==> src/logic/pdt_pkg.sv <==
/*
 * Constants, register map and carrier types of the programmable down timer.
 * Assumes a 50 MHz system clock and a CPU that reaches the block through
 * 4-bit I/O data memory words at 12-bit addresses.
 */
// Contract
// (RULE1) 8-bit down-counter; zero sets event flag.
// (RULE2) Flag sets on zero whatever the mask.
// (RULE3) Interrupt request only when mask bit is 1.
// (RULE4) Reload zero gives a modulo-256 count.
// (RULE5) 3-bit field selects external or prescaled clock.
// (RULE6) Filtered input sampled at 256 Hz rate; the filter here samples at 512 Hz, two samples per 256 Hz period.
// (RULE7) Writing 1 to restart bit reloads counter.
// (RULE8) Run bit counts when 1, holds when 0.
// (RULE9) Software loads reload, restarts, then sets run.
// (RULE10) Software stops briefly to read both nibbles.
// (RULE11) Counter value readable as two nibbles.
// (RULE12) Reload value held in two read/write nibbles.
// (RULE13) Flag and mask in D0, upper bits zero.
// (RULE14) Clock output enable in D3 of select word.
// (RULE15) Reading the flag word clears it.
// (RULE16) Each selected clock edge decrements by one.
// (RULE17) Restart and zero both load reload value.
// (RULE18) Clock edges while stopped leave counter unchanged.

package pdt_pkg;

    ////////////////////////////////////////////////////////////////////////////
    // Register addresses of the I/O data memory words.
    localparam logic [11:0] ADDR_EVENT_FLAG = 12'hf02;
    localparam logic [11:0] ADDR_EVENT_MASK = 12'hf12;
    localparam logic [11:0] ADDR_COUNT_LOW = 12'hf24;
    localparam logic [11:0] ADDR_COUNT_HIGH = 12'hf25;
    localparam logic [11:0] ADDR_RELOAD_LOW = 12'hf26;
    localparam logic [11:0] ADDR_RELOAD_HIGH = 12'hf27;
    localparam logic [11:0] ADDR_RUN_CONTROL = 12'hf78;
    localparam logic [11:0] ADDR_CLOCK_SELECT = 12'hf79;

    ////////////////////////////////////////////////////////////////////////////
    // Field positions inside the 4-bit words.
    localparam int FLAG_BIT = 0;
    localparam int ENABLE_BIT = 0;
    localparam int RUN_BIT = 0;
    localparam int RESTART_BIT = 1;
    localparam int OUT_EN_BIT = 3;

    ////////////////////////////////////////////////////////////////////////////
    // Reset values.
    localparam logic [7:0] RELOAD_RESET = 8'h00;
    localparam logic [7:0] COUNT_RESET = 8'h00;
    localparam logic [2:0] SEL_RESET = 3'h0;
    localparam logic [3:0] READ_ZERO = 4'h0;

    ////////////////////////////////////////////////////////////////////////////
    // Count clock selection codes.
    localparam logic [2:0] SEL_EXT_FILTERED = 3'h0;
    localparam logic [2:0] SEL_EXT_DIRECT = 3'h1;
    localparam logic [2:0] SEL_FASTEST = 3'h7;
    localparam logic [2:0] SEL_256HZ = 3'h2;
    localparam logic [2:0] SEL_512HZ = 3'h3;

    ////////////////////////////////////////////////////////////////////////////
    // Timing: the fastest prescaled rate is made from the system clock.
    localparam int CLK_HZ = 50000000;
    localparam int BASE_HZ = 8192;
    localparam int BASE_DIV = CLK_HZ / BASE_HZ;
    localparam int PRESCALE_BITS = 5;

    ////////////////////////////////////////////////////////////////////////////
    // One CPU access to the I/O data memory.
    typedef struct packed {
        logic [11:0] addr;
        logic [3:0] wdata;
        logic wr;
        logic rd;
    } pdt_cpu_req_t;

endpackage

==> src/logic/pdt_timer.sv <==
/*
 * Programmable 8-bit down timer with reload, selectable count clock,
 * zero event flag with mask, and a count clock output.
 * Assumes the CPU presents one access per cycle on cpu_req and the external
 * count input is asynchronous to mclk.
 */
`timescale 1ns/1ns
`default_nettype none

module pdt_timer #(
    parameter int BASE_DIV = pdt_pkg::BASE_DIV
) (
    // System clock and synchronous active low reset.
    input wire logic mclk,
    input wire logic nrst,
    // CPU access to the I/O data memory words.
    input wire pdt_pkg::pdt_cpu_req_t cpu_req,
    output logic [3:0] cpu_rdata,
    // External count pin.
    input wire logic external_count_input,
    // Interrupt request and count clock output.
    output logic timer_irq,
    output logic count_clock_out
);

    ////////////////////////////////////////////////////////////////////////////
    // Prescaler tap decode: a code of 2 to 7 ticks when the low bits of the
    // prescale counter are all ones, fewer bits for faster rates.
    function automatic logic tap_hit(input logic [2:0] code,
                                     input logic [4:0] pre);
        logic [4:0] mask;
        mask = 5'h1f >> (3'(code) - 3'h2);
        tap_hit = ((pre & mask) == mask);
    endfunction

    ////////////////////////////////////////////////////////////////////////////
    // Registers.
    logic [12:0] base_cnt; // Divider to the fastest prescaled rate.
    logic [4:0] pre_cnt; // Binary prescale chain below the fastest rate.
    logic [7:0] count_value; // The down-counter.
    logic [7:0] reload_value; // Reload nibbles.
    logic count_run; // Run bit.
    logic [2:0] count_clock_sel; // Count clock selection field.
    logic count_clock_out_en; // Clock output enable.
    logic zero_event_flag; // Sticky zero event flag.
    logic zero_event_enable; // Interrupt mask bit.
    logic [2:0] pin_sync; // Three-stage synchroniser of the pin.
    logic pin_level; // Pin level once stages two and three agree.
    logic pin_sampled; // Pin level accepted by the noise filter.
    logic pin_first; // Earlier of two successive filter samples.
    logic direct_prev; // Previous direct level for edge detection.
    logic filtered_prev; // Previous sampled level for edge detection.

    ////////////////////////////////////////////////////////////////////////////
    // Count clock sources, decode of the CPU access and next-state values.
    wire logic base_tick;
    wire logic filter_tick;
    wire logic prescaled_tick;
    wire logic direct_edge;
    wire logic filtered_edge;
    wire logic count_tick;
    wire logic wr_mask;
    wire logic wr_rel_lo;
    wire logic wr_rel_hi;
    wire logic wr_run;
    wire logic wr_sel;
    wire logic rd_flag;
    wire logic restart;
    wire logic [7:0] dec_value;
    wire logic hit_zero;
    logic [7:0] next_count;
    logic [3:0] next_rdata;

    // Address matches, one per word that a write can touch.
    assign wr_mask = cpu_req.wr && (cpu_req.addr == pdt_pkg::ADDR_EVENT_MASK);
    assign wr_rel_lo = cpu_req.wr && (cpu_req.addr == pdt_pkg::ADDR_RELOAD_LOW);
    assign wr_rel_hi = cpu_req.wr && (cpu_req.addr == pdt_pkg::ADDR_RELOAD_HIGH);
    assign wr_run = cpu_req.wr && (cpu_req.addr == pdt_pkg::ADDR_RUN_CONTROL);
    assign wr_sel = cpu_req.wr && (cpu_req.addr == pdt_pkg::ADDR_CLOCK_SELECT);
    // A read of the flag word clears the flag after it has been captured.
    assign rd_flag = cpu_req.rd && (cpu_req.addr == pdt_pkg::ADDR_EVENT_FLAG); // RULE15
    // Only a 1 in the restart bit acts; it is never stored.
    assign restart = wr_run && cpu_req.wdata[pdt_pkg::RESTART_BIT]; // RULE7

    ////////////////////////////////////////////////////////////////////////////
    // Count clock sources.
    assign base_tick = (base_cnt == 13'(BASE_DIV - 1));
    // The noise filter takes two samples in each 256 Hz period.
    assign filter_tick = base_tick && tap_hit(pdt_pkg::SEL_512HZ, pre_cnt); // RULE6
    // Codes 2 to 7 pick 256 Hz up to 8192 Hz, doubling per step.
    assign prescaled_tick = base_tick && tap_hit(count_clock_sel, pre_cnt); // RULE5
    // The external pin counts on its falling edge, as a key press.
    assign direct_edge = direct_prev && !pin_level;
    assign filtered_edge = filtered_prev && !pin_sampled;
    // Selection between the external and the internal count clocks.
    assign count_tick = (count_clock_sel == pdt_pkg::SEL_EXT_FILTERED) ? filtered_edge
                      : (count_clock_sel == pdt_pkg::SEL_EXT_DIRECT) ? direct_edge
                      : prescaled_tick; // RULE5

    ////////////////////////////////////////////////////////////////////////////
    // Down-count arithmetic. The step that would land on zero reports the
    // event and reloads, so a reload of zero wraps through all 256 values.
    assign dec_value = count_value - 8'h01; // RULE16
    assign hit_zero = (dec_value == 8'h00); // RULE1 RULE4

    // Next counter value: restart first, then a running tick.
    always_comb
    begin
        next_count = count_value;
        if (restart)
        begin
            next_count = reload_value; // RULE17 RULE7
        end
        else if (count_run && count_tick)
        begin
            // A zero step reloads so counting goes on without a pause.
            next_count = hit_zero ? reload_value : dec_value; // RULE17 RULE4
        end
        // A tick with the run bit clear leaves the value alone.
    end // RULE18 RULE8

    // Read data selection; words not listed read as zero.
    always_comb
    begin
        next_rdata = pdt_pkg::READ_ZERO;
        if (cpu_req.addr == pdt_pkg::ADDR_EVENT_FLAG)
        begin
            next_rdata[pdt_pkg::FLAG_BIT] = zero_event_flag; // RULE13
        end
        else if (cpu_req.addr == pdt_pkg::ADDR_EVENT_MASK)
        begin
            next_rdata[pdt_pkg::ENABLE_BIT] = zero_event_enable; // RULE13
        end
        else if (cpu_req.addr == pdt_pkg::ADDR_COUNT_LOW)
        begin
            next_rdata = count_value[3:0]; // RULE11
        end
        else if (cpu_req.addr == pdt_pkg::ADDR_COUNT_HIGH)
        begin
            next_rdata = count_value[7:4]; // RULE11
        end
        else if (cpu_req.addr == pdt_pkg::ADDR_RELOAD_LOW)
        begin
            next_rdata = reload_value[3:0]; // RULE12
        end
        else if (cpu_req.addr == pdt_pkg::ADDR_RELOAD_HIGH)
        begin
            next_rdata = reload_value[7:4]; // RULE12
        end
        else if (cpu_req.addr == pdt_pkg::ADDR_RUN_CONTROL)
        begin
            // The restart bit is write only and reads zero.
            next_rdata[pdt_pkg::RUN_BIT] = count_run; // RULE8
        end
        else if (cpu_req.addr == pdt_pkg::ADDR_CLOCK_SELECT)
        begin
            next_rdata = {count_clock_out_en, count_clock_sel}; // RULE14
        end
    end

    ////////////////////////////////////////////////////////////////////////////
    // Divider from the system clock to the fastest prescaled rate.
    always_ff @(posedge mclk)
    begin
        if (!nrst)
        begin
            base_cnt <= 13'h0000;
        end
        else
        begin
            base_cnt <= base_tick ? 13'h0000 : base_cnt + 13'h0001;
        end
    end

    // Prescale chain advanced once per fastest tick.
    always_ff @(posedge mclk)
    begin
        if (!nrst)
        begin
            pre_cnt <= 5'h00;
        end
        else if (base_tick)
        begin
            pre_cnt <= pre_cnt + 5'h01;
        end
    end

    ////////////////////////////////////////////////////////////////////////////
    // Pin synchroniser; stage one feeds only stage two.
    always_ff @(posedge mclk)
    begin
        if (!nrst)
        begin
            pin_sync <= 3'h0;
        end
        else
        begin
            pin_sync <= {pin_sync[1:0], external_count_input};
        end
    end

    // The pin level changes only when stages two and three agree. The filter
    // takes a level only when two samples in a row agree, so chatter shorter
    // than the gap between samples never reaches the counter.
    always_ff @(posedge mclk)
    begin
        if (!nrst)
        begin
            pin_level <= 1'b0;
            direct_prev <= 1'b0;
            pin_first <= 1'b0;
            pin_sampled <= 1'b0;
            filtered_prev <= 1'b0;
        end
        else
        begin
            if (pin_sync[1] == pin_sync[2])
            begin
                pin_level <= pin_sync[2];
            end
            direct_prev <= pin_level;
            if (filter_tick)
            begin
                pin_first <= pin_level;
                if (pin_first == pin_level)
                begin
                    pin_sampled <= pin_level; // RULE6
                end
            end
            filtered_prev <= pin_sampled;
        end
    end

    ////////////////////////////////////////////////////////////////////////////
    // The down-counter itself.
    always_ff @(posedge mclk)
    begin
        if (!nrst)
        begin
            count_value <= pdt_pkg::COUNT_RESET;
        end
        else
        begin
            count_value <= next_count; // RULE16
        end
    end

    // Software written control words.
    always_ff @(posedge mclk)
    begin
        if (!nrst)
        begin
            reload_value <= pdt_pkg::RELOAD_RESET;
            count_run <= 1'b0;
            count_clock_sel <= pdt_pkg::SEL_RESET;
            count_clock_out_en <= 1'b0;
            zero_event_enable <= 1'b0;
        end
        else
        begin
            if (wr_rel_lo)
            begin
                reload_value[3:0] <= cpu_req.wdata; // RULE12
            end
            if (wr_rel_hi)
            begin
                reload_value[7:4] <= cpu_req.wdata; // RULE12
            end
            if (wr_run)
            begin
                count_run <= cpu_req.wdata[pdt_pkg::RUN_BIT]; // RULE8
            end
            if (wr_sel)
            begin
                count_clock_sel <= cpu_req.wdata[2:0]; // RULE5
                count_clock_out_en <= cpu_req.wdata[pdt_pkg::OUT_EN_BIT]; // RULE14
            end
            if (wr_mask)
            begin
                zero_event_enable <= cpu_req.wdata[pdt_pkg::ENABLE_BIT]; // RULE13
            end
        end
    end

    ////////////////////////////////////////////////////////////////////////////
    // Sticky zero event flag; a new event wins over a clearing read.
    always_ff @(posedge mclk)
    begin
        if (!nrst)
        begin
            zero_event_flag <= 1'b0;
        end
        else if (count_run && count_tick && hit_zero && !restart)
        begin
            // The mask plays no part in setting the flag.
            zero_event_flag <= 1'b1; // RULE1 RULE2
        end
        else if (rd_flag)
        begin
            zero_event_flag <= 1'b0; // RULE15
        end
    end

    ////////////////////////////////////////////////////////////////////////////
    // Registered read data, interrupt request and clock output.
    always_ff @(posedge mclk)
    begin
        if (!nrst)
        begin
            cpu_rdata <= pdt_pkg::READ_ZERO;
            timer_irq <= 1'b0;
            count_clock_out <= 1'b0;
        end
        else
        begin
            if (cpu_req.rd)
            begin
                cpu_rdata <= next_rdata;
            end
            // The request follows the flag only while the mask bit is 1.
            timer_irq <= zero_event_flag && zero_event_enable; // RULE3
            // The output toggles on each selected count clock edge.
            if (!count_clock_out_en)
            begin
                count_clock_out <= 1'b0; // RULE14
            end
            else if (count_tick)
            begin
                count_clock_out <= !count_clock_out; // RULE14
            end
        end
    end

endmodule // pdt_timer

`default_nettype wire

==> config.mk <==
export PLATFORM = sky130hd
export DESIGN_NAME = pdt_timer
export DESIGN_NICKNAME = d
export VERILOG_FILES = /design/src/logic/pdt_pkg.sv /design/src/logic/pdt_timer.sv
export SDC_FILE = /design/constraint.sdc
export NUM_CORES = 1
export LEC_CHECK = 0
export BUFFER_PORTS_ARGS = -buffer_cell sky130_fd_sc_hd__buf_2
export CELL_PAD_IN_SITES_DETAIL_PLACEMENT = 0
export CELL_PAD_IN_SITES_GLOBAL_PLACEMENT = 2
export CORE_AREA = 2 2 100 102
export CTS_CLUSTER_DIAMETER = 100
export DETAILED_ROUTE_END_ITERATION = 7
export DIE_AREA = 0 0 102 104
export GPL_TIMING_DRIVEN = 0
export PLACE_DENSITY = 0.69
export SLEW_MARGIN = 20
export SYNTH_ARGS = -nofsm -noshare
export SYNTH_HDL_FRONTEND = slang
export SYNTH_SLANG_ARGS = --single-unit
==> constraint.sdc <==
create_clock -name mclk -period 3.75 [get_ports mclk]
set_clock_uncertainty 0.05 [all_clocks]
set_input_delay 0.1875 -clock mclk [delete_from_list [all_inputs] [get_ports mclk]]
set_output_delay 0.1875 -clock mclk [all_outputs]
set_load 0.01 [all_outputs]
==> results.toml, run 1 <==
[synthesis]
synth_area_leaders = "dfxtp_1, nor2_1, mux2i_1"
synth-edff-count = 0
syn_nets = 341
synth_top_cell_by_area = "dfxtp_1"
synth-async-reset-ratio = 0
yosys.cell_types.count = 58
netlist_area_mm2 = 0.002774
synth_top_cell_area_share = 0.3969
synth_seq_cells = 55
syn-instance-count = 314
seq_area_frac_synth = 0.3969
synthFlopType = "dfxtp_1"
syn_area_per_cell_um2 = 8.834
ys_warn_count = 0

[clock_tree]
cts_made_buffers = 5
htree_levels = 2
postCtsHoldBufs = 0
clock_latency_ns = 0.31
cts_setup_buffers = 0
clk_path_buf_depth = 2
path_clk_slew_ns = 0.11
root_buffer = "clkbuf_8"
tritoncts = "yes"
ctsResizeCount = 0
cts.sinks = 55

[critical_path]
cp-endpoint = "count_value[6]$_SDFFE_PN0P_"
arrival_ns = 2.69
critical_path_class = "flop to flop"
r2r_start = "count_clock_sel[2]$_SDFFE_PN0P_"
crit_path_end_kind = "flop"
critPathLaunch = "count_clock_sel[2]$_SDFFE_PN0P_"
rrSetupSlack_ns = 1.24
start_kind = "flop"
crit_fanout = 10
rr_worst_depth = 9
r2r_end = "count_value[6]$_SDFFE_PN0P_"
crit_required_ns = 3.93

[global_route]
grt_pass1_vias = 2120
gr-total-overflow = 0
grt_pass1_wl_um = 10750
grt_max_degree = 18
grt_antenna_before_repair = 0
track_usage = 0.1282

[die]
core_area_mm2 = 0.009549
dieWidth_um = 102
die-height_um = 104
pin_count = 27
die-area_mm2 = 0.01061
initial_core_util = 0.2905
rows = 36

[pwr]
ir_drop_mv = 0.1512
power_density_mw_per_mm2 = 330.2
p_leak_uw = 0.001186

[layout]
antenna_cells = 0
regArea_mm2 = 0.001101
fill_cells = 1062
nNetsFinal = 372
drive_gt1_frac = 0.1329
area_growth_pct = 14.34
multi_input_area_mm2 = 0.001555

[timing]
finalSetupTns_ns = 0
slew_violations = 0
final_hold_viol_count = 0
finalCritPeriodShare = 0.6684
worst_slew_pin_slew_ns = 0.6799
finalHoldWorstSlack_ns = 0.03088
setup_viol = 0
min_period_ns = 2.507
maxSlewHeadroom = 0.5430
grt_setup_unrepaired = "no"
max_freq_mhz = 398.9

[flow_run]
drv_cap = 0

[placed_design]
portBuffers = 24
dpl.hpwl_um = 5140
place_congestion = 0.7274

[route]
wl_per_cell_um = 14.04
postRouteAntennaNets = 0
drc_errors = 0
viasPerCell = 4.764
dr.pass1.iters = 4
drtIter0Drc = 84
finalWirelength_um = 6726
vias = 2282

[outcome]
status = "complete, no violations"

[min_path]
min_path_type = "primary input to flop"
per-stage QoR:
| step | power [µW] | cell area, µm² | setup slack [ns] | util | instances |
|---|---|---|---|---|---|
| after global placement | 654.9 | 3060 | 1.347 | 0.3205 | 471 |
| after global routing | 1087 | 3172 | 1.004 | 0.3322 | 479 |
| final | 1047 | 3172 | 1.243 | 0.3322 | 479 |
| after floorplan | 629.1 | 2774 | 1.791 | - | 314 |
| after detailed placement | 654.8 | 3060 | 1.318 | 0.3205 | 471 |
| after CTS | 1063 | 3172 | 1.278 | 0.3322 | 479 |
cells in the mapped netlist, types with 3 or more instances:
master and number:
nor3_1 4, inv_1 17, and3_1 5, ha_1 6, a32o_1 3, nand4_1 6, nand2_1 21, a31o_1 3
nand2b_1 4, nor3b_1 3, a21boi_0 4, nor2b_1 5, dfxtp_1 55, clkbuf_1 8, nand3_1 10, and2_1 4
a21oi_1 15, xnor2_1 12, xor2_1 8, o21ai_0 14, o21a_1 3, o22a_1 4, mux2i_1 14, nor2_1 42
nor3_2 3
cell type report:
class	instances	area share
multi-input cells	230	0.4903
flip-flops and latches	55	0.3471
well taps	133	0.05247
repair buffers	24	0.03787
clock buffers	6	0.02288
inverters	18	0.02130
plain buffers	11	0.01578
clock inverters	2	0.01223
cells by family (layout without fill, tap and decap cells):
kind of cell | after synthesis | after routing | synth area share
xor gates and xnor gates | 20 | 20 | 0.06315
and+or+nand+nor | 122 | 122 | 0.2395
buffers and inverters | 29 | 61 | 0.04240
muxes | 17 | 17 | 0.06811
AOI/OAI and AO/OA | 65 | 65 | 0.1628
adders and majority gates | 6 | 6 | 0.02706
DFF | 55 | 55 | 0.3969
critical path, cell delays in order (launching register included):
cell       delay (ns)
dfxtp_1          0.41
inv_1            0.12
ha_1             0.32
o21ai_0          0.08
a222oi_1         0.40
o2111ai_1        0.34
nand3b_2         0.28
buf_4            0.20
o21ai_0          0.08
a21oi_1          0.14
where the power goes:
part / internal, µW / switching (µW) / total (µW)
sequential: 588 / 3.85 / 592
combinational: 17.2 / 31.5 / 48.7
clock: 202 / 205 / 407
total: 807 / 240 / 1050
how the worst min path moves through the flow:
stage                             endpoint  cells after the start  slack [ns]                  from
floorplan           pin_sync[0]$_SDFF_PN0_                      1        0.26  external_count_input
global placement    pin_sync[0]$_SDFF_PN0_                      2        0.37  external_count_input
detailed placement  pin_sync[0]$_SDFF_PN0_                      2        0.36  external_count_input
CTS                 pin_sync[0]$_SDFF_PN0_                      2        0.03  external_count_input
global route        pin_sync[0]$_SDFF_PN0_                      2        0.02  external_count_input
finish              pin_sync[0]$_SDFF_PN0_                      2        0.03  external_count_input
state kept, by name, indices dropped and copies added, names as in the netlist:
signal and cells:
base_cnt 13, count_clock_out 1, count_clock_out_en 1, count_clock_sel 3
count_run 1, count_value 8, cpu_rdata 4, direct_prev 1
filtered_prev 1, pin_first 1, pin_level 1, pin_sampled 1
pin_sync 3, pre_cnt 5, reload_value 8, timer_irq 1
zero_event_enable 1, zero_event_flag 1
per-layer routing:
metal	global-route usage	share of wire
met1	0.1818	0.50
met5	0	0
met4	0.03714	0.016
met2	0.1950	0.44
met3	0.02688	0.039
cells in the final DEF (no fill, tap or decap), drive strengths merged, types with 2 or more instances in the layout:
cell type / count
a32o: 3
a21o: 2
nand4: 6
nor2: 42
o221ai: 2
inv: 18
clkbuf: 14
dfxtp: 55
nor3b: 3
nor3: 7
nand2b: 4
o22ai: 2
mux2: 2
mux2i: 14
nand3: 10
or4: 2
ha: 6
nand3b: 3
xnor2: 12
o21a: 3
and4b: 2
and4: 2
a31o: 3
o21ai: 15
nand2: 21
nor2b: 5
o22a: 4
a31oi: 2
xor2: 8
and3: 5
a21oi: 16
and2: 4
buf: 27
nor4: 2
a21boi: 5
No activity file was read; power rests on OpenSTA's default activity.
==> run 2, diff against run 1 <==
--- a/config.mk
+++ b/config.mk
@@ -5,15 +5,16 @@
 export SDC_FILE = /design/constraint.sdc
 export NUM_CORES = 1
 export LEC_CHECK = 0
+export ABC_AREA = 1
 export BUFFER_PORTS_ARGS = -buffer_cell sky130_fd_sc_hd__buf_2
 export CELL_PAD_IN_SITES_DETAIL_PLACEMENT = 0
 export CELL_PAD_IN_SITES_GLOBAL_PLACEMENT = 2
-export CORE_AREA = 2 2 100 102
+export CORE_AREA = 2 2 105 107
 export CTS_CLUSTER_DIAMETER = 100
 export DETAILED_ROUTE_END_ITERATION = 7
-export DIE_AREA = 0 0 102 104
+export DIE_AREA = 0 0 107 109
 export GPL_TIMING_DRIVEN = 0
-export PLACE_DENSITY = 0.69
+export PLACE_DENSITY = 0.78
 export SLEW_MARGIN = 20
 export SYNTH_ARGS = -nofsm -noshare
 export SYNTH_HDL_FRONTEND = slang
==> constraint.sdc (replaced) <==
create_clock -name mclk -period 2.05 [get_ports mclk]
set_clock_uncertainty 0.05 [all_clocks]
set_input_delay 0.1025 -clock mclk [delete_from_list [all_inputs] [get_ports mclk]]
set_output_delay 0.1025 -clock mclk [all_outputs]
set_load 0.01 [all_outputs]
==> results.toml, run 2 <==
[synthesis]
synth-edff-count = 0
ys_warn_count = 0
syn-instance-count = 462
synth_top_cell_area_share = 0.3544
syn_area_per_cell_um2 = 6.725
syn_nets = 489
seq_area_frac_synth = 0.3544
netlist_area_mm2 = 0.003107
synthTopCellsByCount = "nand2_1, nor2_1, dfxtp_1"
synthFlopType = "dfxtp_1"
yosys.cell_types.count = 41
synth_seq_cells = 55
yosysMostFrequentCell = "nand2_1"
synth-async-reset-ratio = 0
synth_area_leaders = "dfxtp_1, nand2_1, nor2_1"
synth_top_cell_by_area = "dfxtp_1"

[route]
finalWirelength_um = 7984
postRouteAntennaNets = 0
drc_errors = 0
wl_per_cell_um = 12.51
dr.pass1.iters = 4
viasPerCell = 4.541
vias = 2897
drtIter0Drc = 121

[layout]
final_cell_mix = "nand2_1, nor2_1, dfxtp_1, inv_1, nand3_1"
reg_top3 = "base_cnt x13, count_value x8, reload_value x8"
antenna_cells = 0
fill_cells = 1181
multi_input_area_mm2 = 0.001759
area_growth_pct = 13.65
drive_gt1_frac = 0.1486
nNetsFinal = 524
layout_commonest_cell = "nand2_1"
regArea_mm2 = 0.001102
largest_register_ffs = 13
top_register = "base_cnt"

[pwr]
power_density_mw_per_mm2 = 513.5
fin_total_pwr_uw = 1813
ir_drop_mv = 0.2315
p_leak_uw = 0.001464

[timing]
finalHoldWorstSlack_ns = 0.02422
setup_viol = 0
worst_slew_pin_slew_ns = 0.5715
maxSlewHeadroom = 0.6190
finalSetupTns_ns = 0
finalCritPeriodShare = 0.9237
max_freq_mhz = 528.1
finalWorstSetupSlack_ns = 0.1565
min_period_ns = 1.893
final_hold_viol_count = 0
grt_setup_unrepaired = "no"
slew_violations = 0

[die]
initial_core_util = 0.2930
core_area_mm2 = 0.01060
dieWidth_um = 107
rows = 38
die-height_um = 109
die-area_mm2 = 0.01166
pin_count = 27

[critical_path]
crit_required_ns = 2.22
critical_path_class = "flop to flop"
critPathMaxStageDelay_ns = 0.36
critPathMostFrequentCell = "nor2_1"
crit_slowest_cell = "dfxtp_1"
crit_chain = "inv_1 > ha_1 > inv_1 > nand2_1 > a21oi_1 > nor2_1 > nand3_1 > nand2_2 > nand3_4 > nand2_2 > inv_2 > nor2_1 > nor2_1"
crit_fanout = 10
crit_path_end_kind = "flop"
start_kind = "flop"
arrival_ns = 2.06
crit_buf_inv = 3
critPathTopFamily = "simple AND/OR/NAND/NOR gates"

[placed_design]
dpl.hpwl_um = 6347
place_congestion = 0.8118
dp_worst_setup_slack_ns = 0.1214
portBuffers = 25

[flow_run]
drv_cap = 0

[outcome]
status = "complete, no violations"

[clock_tree]
path_clk_slew_ns = 0.10
root_buffer = "clkbuf_8"
htree_levels = 2
clk_path_buf_depth = 2
cts_made_buffers = 5
tritoncts = "yes"
cts.sinks = 55
clock_latency_ns = 0.30

[global_route]
grt_antenna_before_repair = 0
track_usage = 0.1461
grt_pass1_wl_um = 13460
grt_pass1_vias = 2746
gr-total-overflow = 0
grt_max_degree = 18

[min_path]
min_path_type = "primary input to flop"
==> run 2: cell count changes in the layout (fill, tap and decap cells not counted), moves of 6 or more <==
cell and delta:
mux2i_1 -14, a21oi_1 +9, nor2_1 +43, a211oi_1 +8, inv_2 +6, nor2_4 +6, nand3_1 +23, inv_1 +34
nand2_1 +82, xor2_1 -6, xnor2_1 -12, nor3_1 +6
==> run 2: repair_timing <==
action / in CTS / in global routing
resized for setup: 0 / 4
buffers inserted: 0 / 2
setup endpoints to repair: 0 / 9
hold endpoints to repair: 1 / 0
hold buffers: 1 / 0
==> run 2: worst register-to-register path, stage by stage, from the launching register on <==
cell	delay, ns
dfxtp_1	0.36
inv_1	0.10
ha_1	0.28
inv_1	0.04
nand2_1	0.07
a21oi_1	0.06
nor2_1	0.08
nand3_1	0.09
nand2_2	0.12
nand3_4	0.17
nand2_2	0.15
inv_2	0.08
nor2_1	0.12
nor2_1	0.04
==> run 2: cells by family after synthesis <==
kind of cell / after synthesis / share of synthesized area
fa+ha+maj: 6 / 0.02416
compound gates: 53 / 0.09626
buf+inv: 65 / 0.08256
xor+xnor: 4 / 0.01370
simple gates: 279 / 0.4289
flops: 55 / 0.3544
==> run 2: power breakdown <==
| group | switching (µW) | internal (µW) | total [µW] |
|---|---|---|---|
| sequential | 5.16 | 1080 | 1080 |
| clock | 373 | 242 | 615 |
| combinational | 83.3 | 35.1 | 118 |
==> run 2: routing by layer <==
metal  part of all wire  global-route usage
met4              0.017             0.04360
met1               0.49              0.1934
met3              0.038             0.02092
met5                  0                   0
met2               0.46              0.2475
==> run 2: area by class of cell <==
type                            instances  share of cell area
Buffer                                  7             0.01099
Clock buffer                            5             0.01949
Inverter                               58             0.06166
Timing Repair Buffer                   28             0.04252
Sequential cell                        55              0.3122
Tap cell                              140             0.04961
Multi-Input combinational cell        342              0.4982
Clock inverter                          3            0.005315
==> run 2: final timing paths <==
kind,startpoint,endpoint,slack (ns),cells after the start
min,cpu_req[0],cpu_rdata[2]$_SDFFE_PN0P_,0.02,3
max,count_clock_sel[2]$_SDFFE_PN0P_,count_value[4]$_SDFFE_PN0P_,0.16,13
min reg2reg,pin_sync[0]$_SDFF_PN0_,pin_sync[1]$_SDFF_PN0_,0.38,2
max reg2reg,count_clock_sel[2]$_SDFFE_PN0P_,count_value[4]$_SDFFE_PN0P_,0.16,13
==> run 2: through the flow <==
step                      cells    util  instance area [µm²]
final                       638  0.3330                 3531
after global routing        638  0.3330                 3531
after CTS                   636  0.3305                 3505
after detailed placement    627  0.3213                 3407
after global placement      627  0.3213                 3407
after floorplan             462       -                 3107
